`src/inc/tam_defines.vh`:
```
`ifndef TAM_DEFINES_VH
`define TAM_DEFINES_VH

// ------------------------------------------------------------
// Management register addresses
// ------------------------------------------------------------
`define TAM_REG_CTRL        5'h00
`define TAM_REG_STAT        5'h01
`define TAM_REG_RSV2        5'h02
`define TAM_REG_RSV3        5'h03
`define TAM_REG_ADV         5'h04
`define TAM_REG_LPB         5'h05
`define TAM_REG_EXP         5'h06
`define TAM_REG_NPTX        5'h07
`define TAM_REG_LPNP        5'h08

// ------------------------------------------------------------
// Control register fields
// ------------------------------------------------------------
`define TAM_CTRL_RST        15
`define TAM_CTRL_LOOP       14
`define TAM_CTRL_ANEN       12
`define TAM_CTRL_RESTART    9

// ------------------------------------------------------------
// Status register fields
// ------------------------------------------------------------
`define TAM_STAT_EXT        8
`define TAM_STAT_PRE_SUP    6
`define TAM_STAT_AN_DONE    5
`define TAM_STAT_RFAULT     4
`define TAM_STAT_AN_ABLE    3
`define TAM_STAT_LINK       2
`define TAM_STAT_EXT_CAP    0

// ------------------------------------------------------------
// Advertisement and partner fields
// ------------------------------------------------------------
`define TAM_ADV_NP          15
`define TAM_ADV_RF_HI       13
`define TAM_ADV_RF_LO       12
`define TAM_ADV_BASE_B11    11
`define TAM_ADV_ASM         8
`define TAM_ADV_SYM         7
`define TAM_ADV_HALF        6
`define TAM_ADV_FULL        5
`define TAM_ADV_X_WMASK     16'hB1E0
`define TAM_ADV_T_WMASK     16'hBFFF
`define TAM_LPB_X_RMASK     16'hF1E0
`define TAM_LPB_T_WMASK     16'h03FF
`define TAM_NPTX_X_WMASK    16'hB7FF
`define TAM_NPTX_TOGGLE     11
`define TAM_EXP_NP_ABLE     2
`define TAM_EXP_PAGE_RX     1

// ------------------------------------------------------------
// Reset values
// ------------------------------------------------------------
`define TAM_ADV_RESET       16'h0000
`define TAM_NPTX_RESET      16'h0000
`define TAM_LP_RESET        16'h0000

// ------------------------------------------------------------
// Timing
// ------------------------------------------------------------
`define TAM_CLK_NS          100
`define TAM_RST_HOLD_NS     400
`define TAM_RST_CYCLES      ((`TAM_RST_HOLD_NS + `TAM_CLK_NS - 1) / `TAM_CLK_NS)

`endif

```
`src/tam_mdio_slave.v`:
```
`timescale 1ns/10ps
module tam_mdio_slave #(
    parameter [4:0] PHY_ADDR = 5'h00
) (
    input  wire        i_clk,
    input  wire        i_rstn,
    input  wire        i_mdc,
    input  wire        i_mdio,
    input  wire [15:0] i_rdata,
    output reg  [4:0]  o_addr,
    output reg         o_rd_stb,
    output reg         o_wr_stb,
    output reg  [15:0] o_wdata,
    output reg         o_mdio,
    output reg         o_mdio_oe
);

// ------------------------------------------------------------
// Frame states
// ------------------------------------------------------------
localparam [3:0] S_IDLE = 4'h1;
localparam [3:0] S_HDR  = 4'h2;
localparam [3:0] S_TA   = 4'h4;
localparam [3:0] S_DATA = 4'h8;

reg  [1:0]  mdc_s_q;
reg  [1:0]  mdio_s_q;
reg         mdc_d_q;
reg  [3:0]  st_q;
reg  [4:0]  cnt_q;
reg  [13:0] hdr_q;
reg  [15:0] sh_q;
reg         rd_q;
reg         hit_q;

wire        rise  = mdc_s_q[1] & ~mdc_d_q;
wire        bit_i = mdio_s_q[1];
wire [13:0] hdr_n = {hdr_q[12:0], bit_i};

// Preamble is optional: any zero seen in idle opens a frame
always @(posedge i_clk or negedge i_rstn) begin
    if (!i_rstn) begin
        mdc_s_q   <= 2'h0;
        mdio_s_q  <= 2'h3;
        mdc_d_q   <= 1'b0;
        st_q      <= S_IDLE;
        cnt_q     <= 5'h00;
        hdr_q     <= 14'h0000;
        sh_q      <= 16'h0000;
        rd_q      <= 1'b0;
        hit_q     <= 1'b0;
        o_addr    <= 5'h00;
        o_rd_stb  <= 1'b0;
        o_wr_stb  <= 1'b0;
        o_wdata   <= 16'h0000;
        o_mdio    <= 1'b0;
        o_mdio_oe <= 1'b0;
    end else begin
        mdc_s_q  <= {mdc_s_q[0], i_mdc};
        mdio_s_q <= {mdio_s_q[0], i_mdio};
        mdc_d_q  <= mdc_s_q[1];
        o_rd_stb <= 1'b0;
        o_wr_stb <= 1'b0;
        if (rise) begin
            case (st_q)
                S_IDLE: begin
                    if (!bit_i) begin
                        hdr_q <= 14'h0000;
                        cnt_q <= 5'h01;
                        st_q  <= S_HDR;
                    end
                end
                S_HDR: begin
                    hdr_q <= hdr_n;
                    cnt_q <= cnt_q + 5'h01;
                    if (cnt_q == 5'h0D) begin
                        cnt_q <= 5'h00;
                        if (hdr_n[13:12] != 2'b01 || hdr_n[11:10] == 2'b00 ||
                            hdr_n[11:10] == 2'b11) begin
                            st_q <= S_IDLE;
                        end else begin
                            hit_q    <= (hdr_n[9:5] == PHY_ADDR);
                            rd_q     <= (hdr_n[11:10] == 2'b10);
                            o_addr   <= hdr_n[4:0];
                            o_rd_stb <= (hdr_n[9:5] == PHY_ADDR) && (hdr_n[11:10] == 2'b10);
                            st_q     <= S_TA;
                        end
                    end
                end
                S_TA: begin
                    cnt_q <= cnt_q + 5'h01;
                    if (cnt_q == 5'h00 && rd_q && hit_q) begin
                        o_mdio_oe <= 1'b1;
                        o_mdio    <= 1'b0;
                    end
                    if (cnt_q == 5'h01) begin
                        cnt_q  <= 5'h00;
                        st_q   <= S_DATA;
                        o_mdio <= rd_q & hit_q & i_rdata[15];
                        sh_q   <= {i_rdata[14:0], 1'b0};
                    end
                end
                S_DATA: begin
                    cnt_q  <= cnt_q + 5'h01;
                    sh_q   <= {sh_q[14:0], bit_i};
                    o_mdio <= rd_q & hit_q & sh_q[15];
                    if (cnt_q == 5'h0F) begin
                        st_q      <= S_IDLE;
                        o_mdio_oe <= 1'b0;
                        o_mdio    <= 1'b0;
                        o_wdata   <= {sh_q[14:0], bit_i};
                        o_wr_stb  <= hit_q & ~rd_q;
                    end
                end
                default: st_q <= S_IDLE;
            endcase
        end
    end
end

endmodule

```
`src/tam_regs.v`:
```
// Overview of operation
// - Reset bit pulses sub-module resets, self-clears
// - Loopback routes transmit code-groups into receive
// - Enable starts negotiation, else registers decide
// - Restart only when enabled, then self-clears
// - Status constant capability bits read one
// - Complete reads one only when negotiation finished
// - Remote fault status follows detected fault
// - Link status reads one only with link
// - Addresses four, five, seven and eight follow mode
// - Local remote fault code, nonzero renegotiates outside ten-bit mode
// - Local pause two-bit encoding
// - Writable half and full duplex advertisement
// - Ten-bit partner link, ack, duplex, speed
// - Partner next-page and fault code read-only
// - Partner pause code three means both
// - Partner duplex bits reflect partner ability
// - Expansion next-page-able always reads one
// - Page received latches, clears on read
// - Next-page transmit writable flags and code
// - Toggle inverts per page, starts inverted
// - Ten-bit mode next-page register is storage
`timescale 1ns/10ps
`include "tam_defines.vh"
module tam_regs #(
    parameter [4:0] PHY_ADDR = 5'h00
) (
    input  wire        i_clk,
    input  wire        i_rstn,
    input  wire        i_mdc,
    input  wire        i_mdio,
    output wire        o_mdio,
    output wire        o_mdio_oe,
    input  wire        i_mode_1000x,
    input  wire [9:0]  i_tx_cg,
    input  wire [9:0]  i_rx_cg,
    output reg  [9:0]  o_rx_cg,
    output wire        o_tx_reset,
    output wire        o_rx_reset,
    output wire        o_an_reset,
    output wire        o_an_enable,
    output reg         o_an_restart,
    output wire [15:0] o_adv_word,
    output wire [15:0] o_np_word,
    input  wire        i_np_sent,
    input  wire        i_page_stb,
    input  wire        i_page_next,
    input  wire [15:0] i_page_word,
    input  wire        i_an_complete,
    input  wire        i_link_ok,
    input  wire        i_remote_fault,
    output wire [2:0]  o_loc_pause,
    output wire [1:0]  o_loc_fault,
    output wire [2:0]  o_lp_pause,
    output wire [1:0]  o_lp_fault,
    output wire        o_lp_np,
    output wire        o_lp_half,
    output wire        o_lp_full
);

// ------------------------------------------------------------
// Pause decode: {asym toward local, symmetric, asym toward partner}
// ------------------------------------------------------------
function [2:0] pause_dec;
    input sym;
    input asm;
    input partner;
    begin
        case ({sym, asm})
            2'b01:   pause_dec = 3'h1;
            2'b10:   pause_dec = 3'h2;
            // Partner's code 3 means both symmetric and asym toward us
            2'b11:   pause_dec = partner ? 3'h6 : 3'h4;
            default: pause_dec = 3'h0;
        endcase
    end
endfunction

// ------------------------------------------------------------
// Serial management access
// ------------------------------------------------------------
wire [4:0]  addr;
wire        rd_stb;
wire        wr_stb;
wire [15:0] wdata;
reg  [15:0] rdata_q;
reg  [15:0] rd_mux;

tam_mdio_slave #(
    .PHY_ADDR  (PHY_ADDR)
) u_mdio (
    .i_clk     (i_clk),
    .i_rstn    (i_rstn),
    .i_mdc     (i_mdc),
    .i_mdio    (i_mdio),
    .i_rdata   (rdata_q),
    .o_addr    (addr),
    .o_rd_stb  (rd_stb),
    .o_wr_stb  (wr_stb),
    .o_wdata   (wdata),
    .o_mdio    (o_mdio),
    .o_mdio_oe (o_mdio_oe)
);

// ------------------------------------------------------------
// State
// ------------------------------------------------------------
reg  [1:0]  mode_s_q;
reg         loop_q;
reg         an_en_q;
reg         rst_q;
reg  [3:0]  rst_cnt_q;
reg  [15:0] adv_q;
reg  [15:0] nptx_q;
reg  [15:0] lpb_q;
reg  [15:0] lpnp_q;
reg         page_rx_q;
reg         tog_q;
reg         restart_pend_q;

localparam [31:0] RST_CYCLES = `TAM_RST_CYCLES;

// Mode pin is a strap from outside; synchronised before use
wire        x_mode   = mode_s_q[1];
wire        wr_ctrl  = wr_stb && (addr == `TAM_REG_CTRL);
wire        wr_adv   = wr_stb && (addr == `TAM_REG_ADV);
wire        rd_exp   = rd_stb && (addr == `TAM_REG_EXP);
wire [15:0] adv_mask = x_mode ? `TAM_ADV_X_WMASK : `TAM_ADV_T_WMASK;
wire [15:0] adv_new  = wdata & adv_mask;
wire        fault_rn = x_mode && wr_adv &&
                       (adv_new[`TAM_ADV_RF_HI:`TAM_ADV_RF_LO] != 2'b00);
wire        ctrl_en  = wr_ctrl ? wdata[`TAM_CTRL_ANEN] : an_en_q;
// restart honoured only with negotiation enabled
wire        restart  = ctrl_en && ((wr_ctrl && wdata[`TAM_CTRL_RESTART]) || fault_rn);

always @(posedge i_clk or negedge i_rstn) begin
    if (!i_rstn) begin
        mode_s_q <= 2'h0;
    end else begin
        mode_s_q <= {mode_s_q[0], i_mode_1000x};
    end
end

// ------------------------------------------------------------
// Control register
// ------------------------------------------------------------
always @(posedge i_clk or negedge i_rstn) begin
    if (!i_rstn) begin
        loop_q       <= 1'b0;
        an_en_q      <= 1'b0;
        rst_q        <= 1'b0;
        rst_cnt_q    <= 4'h0;
        o_an_restart <= 1'b0;
    end else begin
        o_an_restart <= restart;
        if (wr_ctrl) begin
            loop_q  <= wdata[`TAM_CTRL_LOOP];
            an_en_q <= wdata[`TAM_CTRL_ANEN];
        end
        // held for a fixed time, then self-clears
        if (wr_ctrl && wdata[`TAM_CTRL_RST]) begin
            rst_q     <= 1'b1;
            rst_cnt_q <= RST_CYCLES[3:0];
        end else if (rst_cnt_q != 4'h0) begin
            rst_cnt_q <= rst_cnt_q - 4'h1;
            rst_q     <= (rst_cnt_q != 4'h1);
        end
    end
end

assign o_tx_reset  = rst_q;
assign o_rx_reset  = rst_q;
assign o_an_reset  = rst_q;
// zero means the advertised values fix the link
assign o_an_enable = an_en_q;

// loopback mux, no clock switching here
always @(posedge i_clk or negedge i_rstn) begin
    if (!i_rstn) begin
        o_rx_cg <= 10'h000;
    end else begin
        o_rx_cg <= loop_q ? i_tx_cg : i_rx_cg;
    end
end

// ------------------------------------------------------------
// Advertisement, next page and partner registers
// ------------------------------------------------------------
always @(posedge i_clk or negedge i_rstn) begin
    if (!i_rstn) begin
        adv_q  <= `TAM_ADV_RESET;
        nptx_q <= `TAM_NPTX_RESET;
        lpb_q  <= `TAM_LP_RESET;
        lpnp_q <= `TAM_LP_RESET;
    end else begin
        // write masks follow the selected mode
        // ten-bit mode leaves the fixed pattern to software
        if (wr_adv) begin
            adv_q <= adv_new;
        end
        if (wr_stb && addr == `TAM_REG_NPTX) begin
            // ten-bit mode keeps all sixteen bits
            nptx_q <= x_mode ? (wdata & `TAM_NPTX_X_WMASK) : wdata;
        end
        // ten-bit partner low field is writable storage
        if (wr_stb && addr == `TAM_REG_LPB && !x_mode) begin
            lpb_q <= (lpb_q & ~`TAM_LPB_T_WMASK) | (wdata & `TAM_LPB_T_WMASK);
        end else if (i_page_stb && !i_page_next) begin
            lpb_q <= i_page_word;
        end
        if (wr_stb && addr == `TAM_REG_LPNP && !x_mode) begin
            lpnp_q <= wdata;
        end else if (i_page_stb && i_page_next && x_mode) begin
            lpnp_q <= i_page_word;
        end
    end
end

// page received latch, a new page beats the read clear
always @(posedge i_clk or negedge i_rstn) begin
    if (!i_rstn) begin
        page_rx_q <= 1'b0;
    end else if (i_page_stb) begin
        page_rx_q <= 1'b1;
    end else if (rd_exp || rst_q) begin
        page_rx_q <= 1'b0;
    end
end

// toggle restarts opposite base bit 11, flips per sent page
always @(posedge i_clk or negedge i_rstn) begin
    if (!i_rstn) begin
        tog_q <= 1'b1;
    end else if (restart || rst_q || !an_en_q) begin
        tog_q <= ~adv_q[`TAM_ADV_BASE_B11];
    end else if (i_np_sent) begin
        tog_q <= ~tog_q;
    end
end

// completion hidden until a restart has been seen by the engine
always @(posedge i_clk or negedge i_rstn) begin
    if (!i_rstn) begin
        restart_pend_q <= 1'b0;
    end else if (restart || rst_q) begin
        restart_pend_q <= 1'b1;
    end else if (!i_an_complete) begin
        restart_pend_q <= 1'b0;
    end
end

// ------------------------------------------------------------
// Words sent to the negotiation submodule
// ------------------------------------------------------------
// duplex bits travel in the base page
assign o_adv_word = adv_q;
// null message pages come from software through this word
assign o_np_word  = x_mode ? {nptx_q[15:12], tog_q, nptx_q[10:0]} : nptx_q;
assign o_loc_pause = pause_dec(adv_q[`TAM_ADV_SYM], adv_q[`TAM_ADV_ASM], 1'b0);
assign o_loc_fault = adv_q[`TAM_ADV_RF_HI:`TAM_ADV_RF_LO];
assign o_lp_pause  = pause_dec(lpb_q[`TAM_ADV_SYM], lpb_q[`TAM_ADV_ASM], 1'b1);
// partner next page and fault code
assign o_lp_fault  = lpb_q[`TAM_ADV_RF_HI:`TAM_ADV_RF_LO];
assign o_lp_np     = lpb_q[`TAM_ADV_NP];
assign o_lp_half   = lpb_q[`TAM_ADV_HALF];
assign o_lp_full   = lpb_q[`TAM_ADV_FULL];

// ------------------------------------------------------------
// Read decode
// ------------------------------------------------------------
always @* begin
    rd_mux = 16'h0000;
    if (addr == `TAM_REG_CTRL) begin
        rd_mux[`TAM_CTRL_RST]  = rst_q;
        rd_mux[`TAM_CTRL_LOOP] = loop_q;
        rd_mux[`TAM_CTRL_ANEN] = an_en_q;
    end else if (addr == `TAM_REG_STAT) begin
        rd_mux[`TAM_STAT_EXT]     = 1'b1;
        rd_mux[`TAM_STAT_PRE_SUP] = 1'b1;
        rd_mux[`TAM_STAT_AN_ABLE] = 1'b1;
        rd_mux[`TAM_STAT_EXT_CAP] = 1'b1;
        // complete only when enabled and finished
        rd_mux[`TAM_STAT_AN_DONE] = an_en_q & i_an_complete & ~restart_pend_q;
        rd_mux[`TAM_STAT_RFAULT]  = i_remote_fault;
        rd_mux[`TAM_STAT_LINK]    = i_link_ok;
    end else if (addr == `TAM_REG_ADV) begin
        rd_mux = adv_q;
    end else if (addr == `TAM_REG_LPB) begin
        rd_mux = x_mode ? (lpb_q & `TAM_LPB_X_RMASK) : lpb_q;
    end else if (addr == `TAM_REG_EXP) begin
        rd_mux[`TAM_EXP_NP_ABLE] = 1'b1;
        rd_mux[`TAM_EXP_PAGE_RX] = page_rx_q;
    end else if (addr == `TAM_REG_NPTX) begin
        rd_mux = o_np_word;
    end else if (addr == `TAM_REG_LPNP) begin
        rd_mux = lpnp_q;
    end else begin
        // reserved and unmapped addresses read zero
        rd_mux = 16'h0000;
    end
end

// Sampled at the read strobe so a shifting answer cannot tear
always @(posedge i_clk or negedge i_rstn) begin
    if (!i_rstn) begin
        rdata_q <= 16'h0000;
    end else if (rd_stb) begin
        rdata_q <= rd_mux;
    end
end

endmodule
```
`config.mk`:
```
export PLATFORM = sky130hd
export DESIGN_NAME = tam_regs
export DESIGN_NICKNAME = d
export VERILOG_FILES = /design/src/tam_mdio_slave.v /design/src/tam_regs.v
export VERILOG_INCLUDE_DIRS = /design/src /design/src/inc
export SDC_FILE = /design/constraint.sdc
export NUM_CORES = 1
export LEC_CHECK = 0
export ABC_AREA = 1
export BUFFER_PORTS_ARGS = -buffer_cell sky130_fd_sc_hd__buf_4
export CORE_UTILIZATION = 42
export DETAILED_ROUTE_END_ITERATION = 10
export HOLD_SLACK_MARGIN = 0.12
export PLACE_DENSITY = 0.59
export SLEW_MARGIN = 20
export SYNTH_ARGS = -nofsm -noshare
export SYNTH_HDL_FRONTEND = slang
export SYNTH_SLANG_ARGS = --single-unit
export TNS_END_PERCENT = 1
```
`constraint.sdc`:
```
create_clock -name i_clk -period 2.26 [get_ports i_clk]
set_input_delay 0.452 -clock i_clk [delete_from_list [all_inputs] [get_ports i_clk]]
set_output_delay 0.452 -clock i_clk [all_outputs]
set_load 0.01 [all_outputs]
```
# Word-level counts from Yosys, hierarchy flattened

Index checks and enable logic that the tools add are counted.

Flip-flop bits (word level): 173
Latch bits: 0
RAM bits: 0
Bits in read-only memories: 0
Input port bits: 47
Output and inout port bits: 62
Logic and storage cells: 194
Memories: 0

$add $sub $neg: 2
$mul: 0
Divide/modulo/power cells: 0
Order comparisons: 0
Eq/ne operators: 30
Shifts and indexed selects: 0
Muxes and demuxes: 67
Bitwise logic cells: 15
Reductions and logical operators: 50

Operator list:

| operator                                                                | number |
|---|---|
| 16-bit 2-to-1 mux                                                       | 9 |
| 12-bit 2-to-1 mux                                                       | 4 |
| 16-bit case mux with 2 select lines                                     | 1 |
| 1-bit 2-to-1 mux                                                        | 28 |
| 13-bit 2-to-1 mux                                                       | 2 |
| 13-bit case mux with 2 select lines                                     | 1 |
| 4-bit 2-to-1 mux                                                        | 6 |
| 5-bit by 3-bit equality test with 1-bit output, second input constant   | 4 |
| 5-bit 2-to-1 mux                                                        | 4 |
| 5-bit case mux with 4 select lines                                      | 1 |
| 1-bit logical AND                                                       | 19 |
| 3-bit case mux with 3 select lines                                      | 2 |
| 16-bit bitwise AND                                                      | 1 |
| 16-bit by 10-bit OR with 16-bit output                                  | 1 |
| 4-bit case mux with 4 select lines                                      | 1 |
| 2-bit nonzero test                                                      | 8 |
| 5-bit by 4-bit equality test with 1-bit output, second input constant   | 3 |
| 5-bit zero test                                                         | 3 |
| 15-bit 2-to-1 mux                                                       | 1 |
| 3-bit AND reduction                                                     | 5 |
| 2-bit equality test, second input constant                              | 6 |
| 2-bit by 1-bit inequality test with 1-bit output, second input constant | 6 |
| 5-bit by 1-bit equality test with 1-bit output, second input constant   | 2 |
| 10-bit 2-to-1 mux                                                       | 1 |
| 22 further kinds                                                        | 45 |

# Longest topological paths before layout

Depth in word-level cells: 9
Mapped depth: 11
Gate-level depth less buffers: 11

# Modules after synthesis

A second synthesis with hierarchy kept.

Cells, all modules: 1003
Area total of the unflattened synthesis: 8309.2 um^2

Modules (own cells, without submodules):

| module         | times used | cells each | area an instance (um^2) | sequential area each (um^2) |
|---|---|---|---|---|
| tam_regs       | 1          | 607        | 5064.9                  | 2553.7 |
| tam_mdio_slave | 1          | 396        | 3244.4                  | 1755.4 |

# Least setup slack after synthesis

OpenSTA, ideal clock, no wires.

Path type: flip-flop to flip-flop
From: register u_mdio.cnt_q[0]
To: register u_mdio.o_wdata[10]
Library setup time: 0.083 ns
Arrival time: 1.524 ns
Required time: 2.177 ns
Path slack: 0.653 ns
Cell stages (with the launch flop): 10
Buffers on the path: 1
Period minus slack after synthesis: 1.607 ns
Cell sequence: dfrtp_1 -> ha_1 -> nand2_1 -> nor2_1 -> ha_1 -> inv_1 -> nor3_2 -> buf_2 -> nand2_1 -> o21ai_0

Longest elaborated chain between the ends: 2

Ends and longest elaborated chain:

| item                                           | RTL line             | RTL |
|---|---|---|
| start, declared                                | tam_mdio_slave.v:30  | `reg [4:0] cnt_q;` |
| start signal, assigned                         | tam_mdio_slave.v:75  | `cnt_q <= cnt_q + 5'h01;` |
| start signal, assigned                         | tam_mdio_slave.v:91  | `cnt_q <= cnt_q + 5'h01;` |
| start signal, assigned                         | tam_mdio_slave.v:104 | `cnt_q <= cnt_q + 5'h01;` |
| 5-bit by 4-bit equality test with 1-bit output | tam_mdio_slave.v:107 | `if (cnt_q == 5'h0F) begin` |
| 3-bit AND reduction (no source line)           | -                    |  |
| end signal, assigned                           | tam_mdio_slave.v:111 | `o_wdata <= {sh_q[14:0], bit_i};` |
| end, declared                                  | tam_mdio_slave.v:13  | `output reg [15:0] o_wdata,` |

Every way passes these cells.
A chain may end at the register's enable or synchronous reset.

# Worst setup path in the final report

From: register u_mdio.o_addr[1]
To: register lpb_q[9]

Longest elaborated chain between the ends: 4
Elaborated cells on any way between the ends: 5
Classes of those cells: 1 x eq/ne; 1 x mux; 3 x reduce/logical

Ends and longest elaborated chain:

| item                                                              | RTL line            | RTL |
|---|---|---|
| start, declared                                                   | tam_mdio_slave.v:10 | `output reg [4:0] o_addr,` |
| start signal, assigned                                            | tam_mdio_slave.v:84 | `o_addr <= hdr_n[4:0];` |
| 5-bit by 3-bit equality test with 1-bit output (no source line) * | -                   |  |
| 1-bit logical AND (no source line) *                              | -                   |  |
| 1-bit logical AND *                                               | tam_regs.v:206      | `` if (wr_stb && addr == `TAM_REG_LPB && !x_mode) begin `` |
| 16-bit 2-to-1 mux or 2-bit nonzero test (tied branches)           | -                   |  |
| end signal, assigned                                              | tam_regs.v:193      | `` lpb_q <= `TAM_LP_RESET; `` |
| end signal, assigned                                              | tam_regs.v:207      | `` lpb_q <= (lpb_q & ~`TAM_LPB_T_WMASK) \| (wdata & `TAM_LPB_T_WMASK); `` |
| end signal, assigned                                              | tam_regs.v:209      | `lpb_q <= i_page_word;` |
| end, declared                                                     | tam_regs.v:115      | `reg [15:0] lpb_q;` |

Mark *: on every way between the ends. The rest lies on a longest branch, timed or not.

==> results.toml <==
[power_and_ir_drop]
power_per_cell_area_nw_per_um2 = 731
ir_drop_uv = 570
leakagePower_uw = 0.00474

[yosys]
synthFlopType = "dfrtp_1"
synth-compound-area-share_pct = 12.2
postSynthAreaPerCell_um2 = 8.31
synth.distinct_cells = 38
syn_area_um2 = 8020
synthXorXnorAreaFrac_pct = 0.546
ys_warn_count = 0
synth_simple_gate_area_share_pct = 22.5
yosysSeqAreaShare_pct = 53.7
synth_seq_cells = 172
synth.top_cell.area_share_pct = 52.4
yosys-top-cells-area = "dfrtp_1 (52%), nand2_1 (15%), o21ai_0 (5.4%)"
synth_nets = 1019
synth_edf_count = 0
yosys-mux-area-fraction_pct = 0
async_flop_share_pct = 100
synthCells = 965
synth_top_family_by_area = "simple AND/OR/NAND/NOR gates"
synth_fa_ha_area_share_pct = 1.09
yosysTopAreaCell = "dfrtp_1"

[global_route]
grt_max_degree = 46
gr-usage-met3_pct = 5.09
grt_pass1_wl_um = 35400
grt_overflow = 0
grt_pass1_vias = 6328
antenna_found_initial = 1
globalRouteMet1Util_pct = 34.5
gr-usage-all-layers_pct = 23.9
top_usage_layer = "met2"
grtUsageMet2_pct = 35.5

[clock_tree]
htree_levels = 4
cts_tree = "yes"
clk_pin_slew_ns = 0.07
postCtsSetupBuffers = 0
clkSinkCount = 172
cts_buffer_depth = 2
cts_root_buf = "clkbuf_16"
insertion_delay_ns = 0.43
cts_made_buffers = 17

[placement]
hpwl_um = 16300
place_congestion = 0.925
io_buffers = 107

[timing]
rsz0062_at_grt = "no"
timing.fmax_mhz = 523
relSlewSlack_pct = 49.9
report.final.slew_viol_count = 0
tightest_slew_ns = 0.751
hold_viol_final = 0
fin_skew_ns = 0.00782
period_needed_ns = 1.91
finalCritPeriodShare_pct = 84.7
whs_ns = 0.209
timing.setup.tns_ns = 0
setup_viol = 0

[die]
fp.dieArea_um2 = 19600
core_um2 = 18700
dieWidth_um = 140
start_util_pct = 42.9
num_rows = 50
fp.dieH_um = 140
ios = 109

[detailed_routing]
vias_per_cell = 5.12
drt-total-wl_um = 22100
wl_per_cell_um = 17.0
postRouteAntennaNets = 0
drt_pass1_iterations = 5
num_vias = 6686
drt_first_iter_violations = 575
drc = 0

[worst_setup_path]
cp_cell_sequence = "nor2_2, nand3_2, inv_2, nand2_1, nand2_1, buf_4, o221ai_1"
critical_path_class = "flop to flop"
cp_max_fo = 15
max_stage_delay_ns = 0.48
crit_top_cell = "nand2_1"
cp-start-kind = "flop"
worstPathRequired_ns = 2.56
crit_slowest_cell = "dfrtp_1"
crit_path_end_kind = "flop"
arrival_ns = 2.22

[cells_and_area]
diodes = 0
multiInputGateArea_um2 = 2930
final-seq-area_um2 = 4310
drive_gt1_share_pct = 17.7
nets = 1113
syn_to_final_growth_pct = 20.2
fillers = 1755

[hold_path]
hp-class = "primary input to flop"

[run]
cap_violations = 0

[status]
status = "finished, final reports clean"
==> per-stage QoR <==
step	cell area (um2)	std cells	setup WS, ns	util, %	power, uW
after floorplan	8020	965	0.653	-	3750
after global placement	8980	1270	0.388	48.0	4040
after detailed placement	8980	1270	0.378	48.0	4050
after CTS	9640	1306	0.368	51.5	7090
after global routing	9640	1306	0.146	51.5	7330
final	9640	1306	0.347	51.5	7050
==> per-layer routing <==
metal	share of wire (%)	wire, um
met5	0	0
met4	2.2	483
met3	6.7	1480
met2	44	9670
met1	47	10500
==> placed cells by master (no fill, tap or decap), types with 3 or more instances in the layout <==
cell type	count
buf_12	4
o21ai_0	87
a21oi_1	14
o211ai_1	17
o21ai_1	21
nor2_4	3
inv_2	12
clkbuf_16	17
inv_1	112
nand2_1	314
ha_1	7
dfrtp_1	168
buf_4	120
o221ai_1	9
nor2_2	6
dlygate4sd3_1	4
nor3_1	7
inv_8	4
nor2_1	34
nand4_1	14
inv_6	4
o22ai_1	18
nand3_1	45
dfstp_2	4
xor2_1	3
==> cell type report <==
type / count / area share, %
flip-flops and latches: 172 / 44.7
multi-input cells: 615 / 30.4
repair buffers: 129 / 10.7
inverters: 124 / 4.83
clock buffers: 18 / 4.56
well taps: 234 / 3.04
clock inverters: 14 / 1.79
==> path summary, 6_finish.rpt <==
kind / start / cells after the start / slack, ns / end
setup / recovery: u_mdio.o_addr[1]$_DFFE_PN0P_ / 7 / 0.35 / lpb_q[9]$_DFFE_PN0P_
hold / removal: i_rx_cg[3] / 3 / 0.21 / o_rx_cg[3]$_DFF_PN0_
setup reg to reg: u_mdio.o_addr[1]$_DFFE_PN0P_ / 7 / 0.35 / lpb_q[9]$_DFFE_PN0P_
hold reg to reg: mode_s_q[0]$_DFF_PN0_ / 0 / 0.35 / mode_s_q[1]$_DFF_PN0_
max in group asynchronous: i_rstn / 3 / 1.07 / o_adv_word[11]$_DFFE_PN0N_
min in group asynchronous: i_rstn / 2 / 0.53 / o_adv_word[12]$_DFFE_PN0N_
==> what timing repair did <==
action / in CTS / in global routing
hold buffers: 4 / 0
gates resized for setup: 0 / 0
endpoints found under the hold margin: 40 / 0
==> sequential cells by signal, indices dropped and copies added, names as in the netlist, 2 cells and up <==
name,flops
lpb_q,16
lpnp_q,16
mode_s_q,2
nptx_q,16
o_adv_word,15
o_rx_cg,10
rdata_q,16
rst_cnt_q,4
u_mdio.cnt_q,5
u_mdio.hdr_q,13
u_mdio.mdc_s_q,2
u_mdio.mdio_s_q,2
u_mdio.o_addr,5
u_mdio.o_wdata,16
u_mdio.sh_q,16
u_mdio.st_q,4
==> worst max-delay path, delay by kind of cell, from the launching register on <==
family | cells | cell delay, ns
buffers and inverters | 2 | 0.44
DFF | 1 | 0.48
and+or+nand+nor | 4 | 0.72
AOI/OAI and AO/OA | 1 | 0.13
==> cells in the mapped netlist, types with 14 or more instances <==
cell type  number
o21ai_0        87
inv_1         112
nand3_1        45
nand2_1       314
a21oi_1        14
o21ai_1        21
o22ai_1        18
buf_4          23
dfrtp_1       168
nand4_1        14
o211ai_1       17
nor2_1         34
buf_2          15
==> cell families (layout without fill, tap and decap cells) <==
family                   count (synthesis)  count (layout)
AO/OA/AOI/OAI                          172             172
XOR/XNOR                                 5               5
other                                    1               1
adder cells (fa/ha/maj)                  7               7
flip-flops                             172             172
buffers and inverters                  178             285
AND/OR/NAND/NOR                        430             430
==> power breakdown <==
group | internal, uW | switching (uW)
Combinational | 249 | 390
Sequential | 3240 | 117
Clock | 1710 | 1340
(Power assumes the default switching activity.)
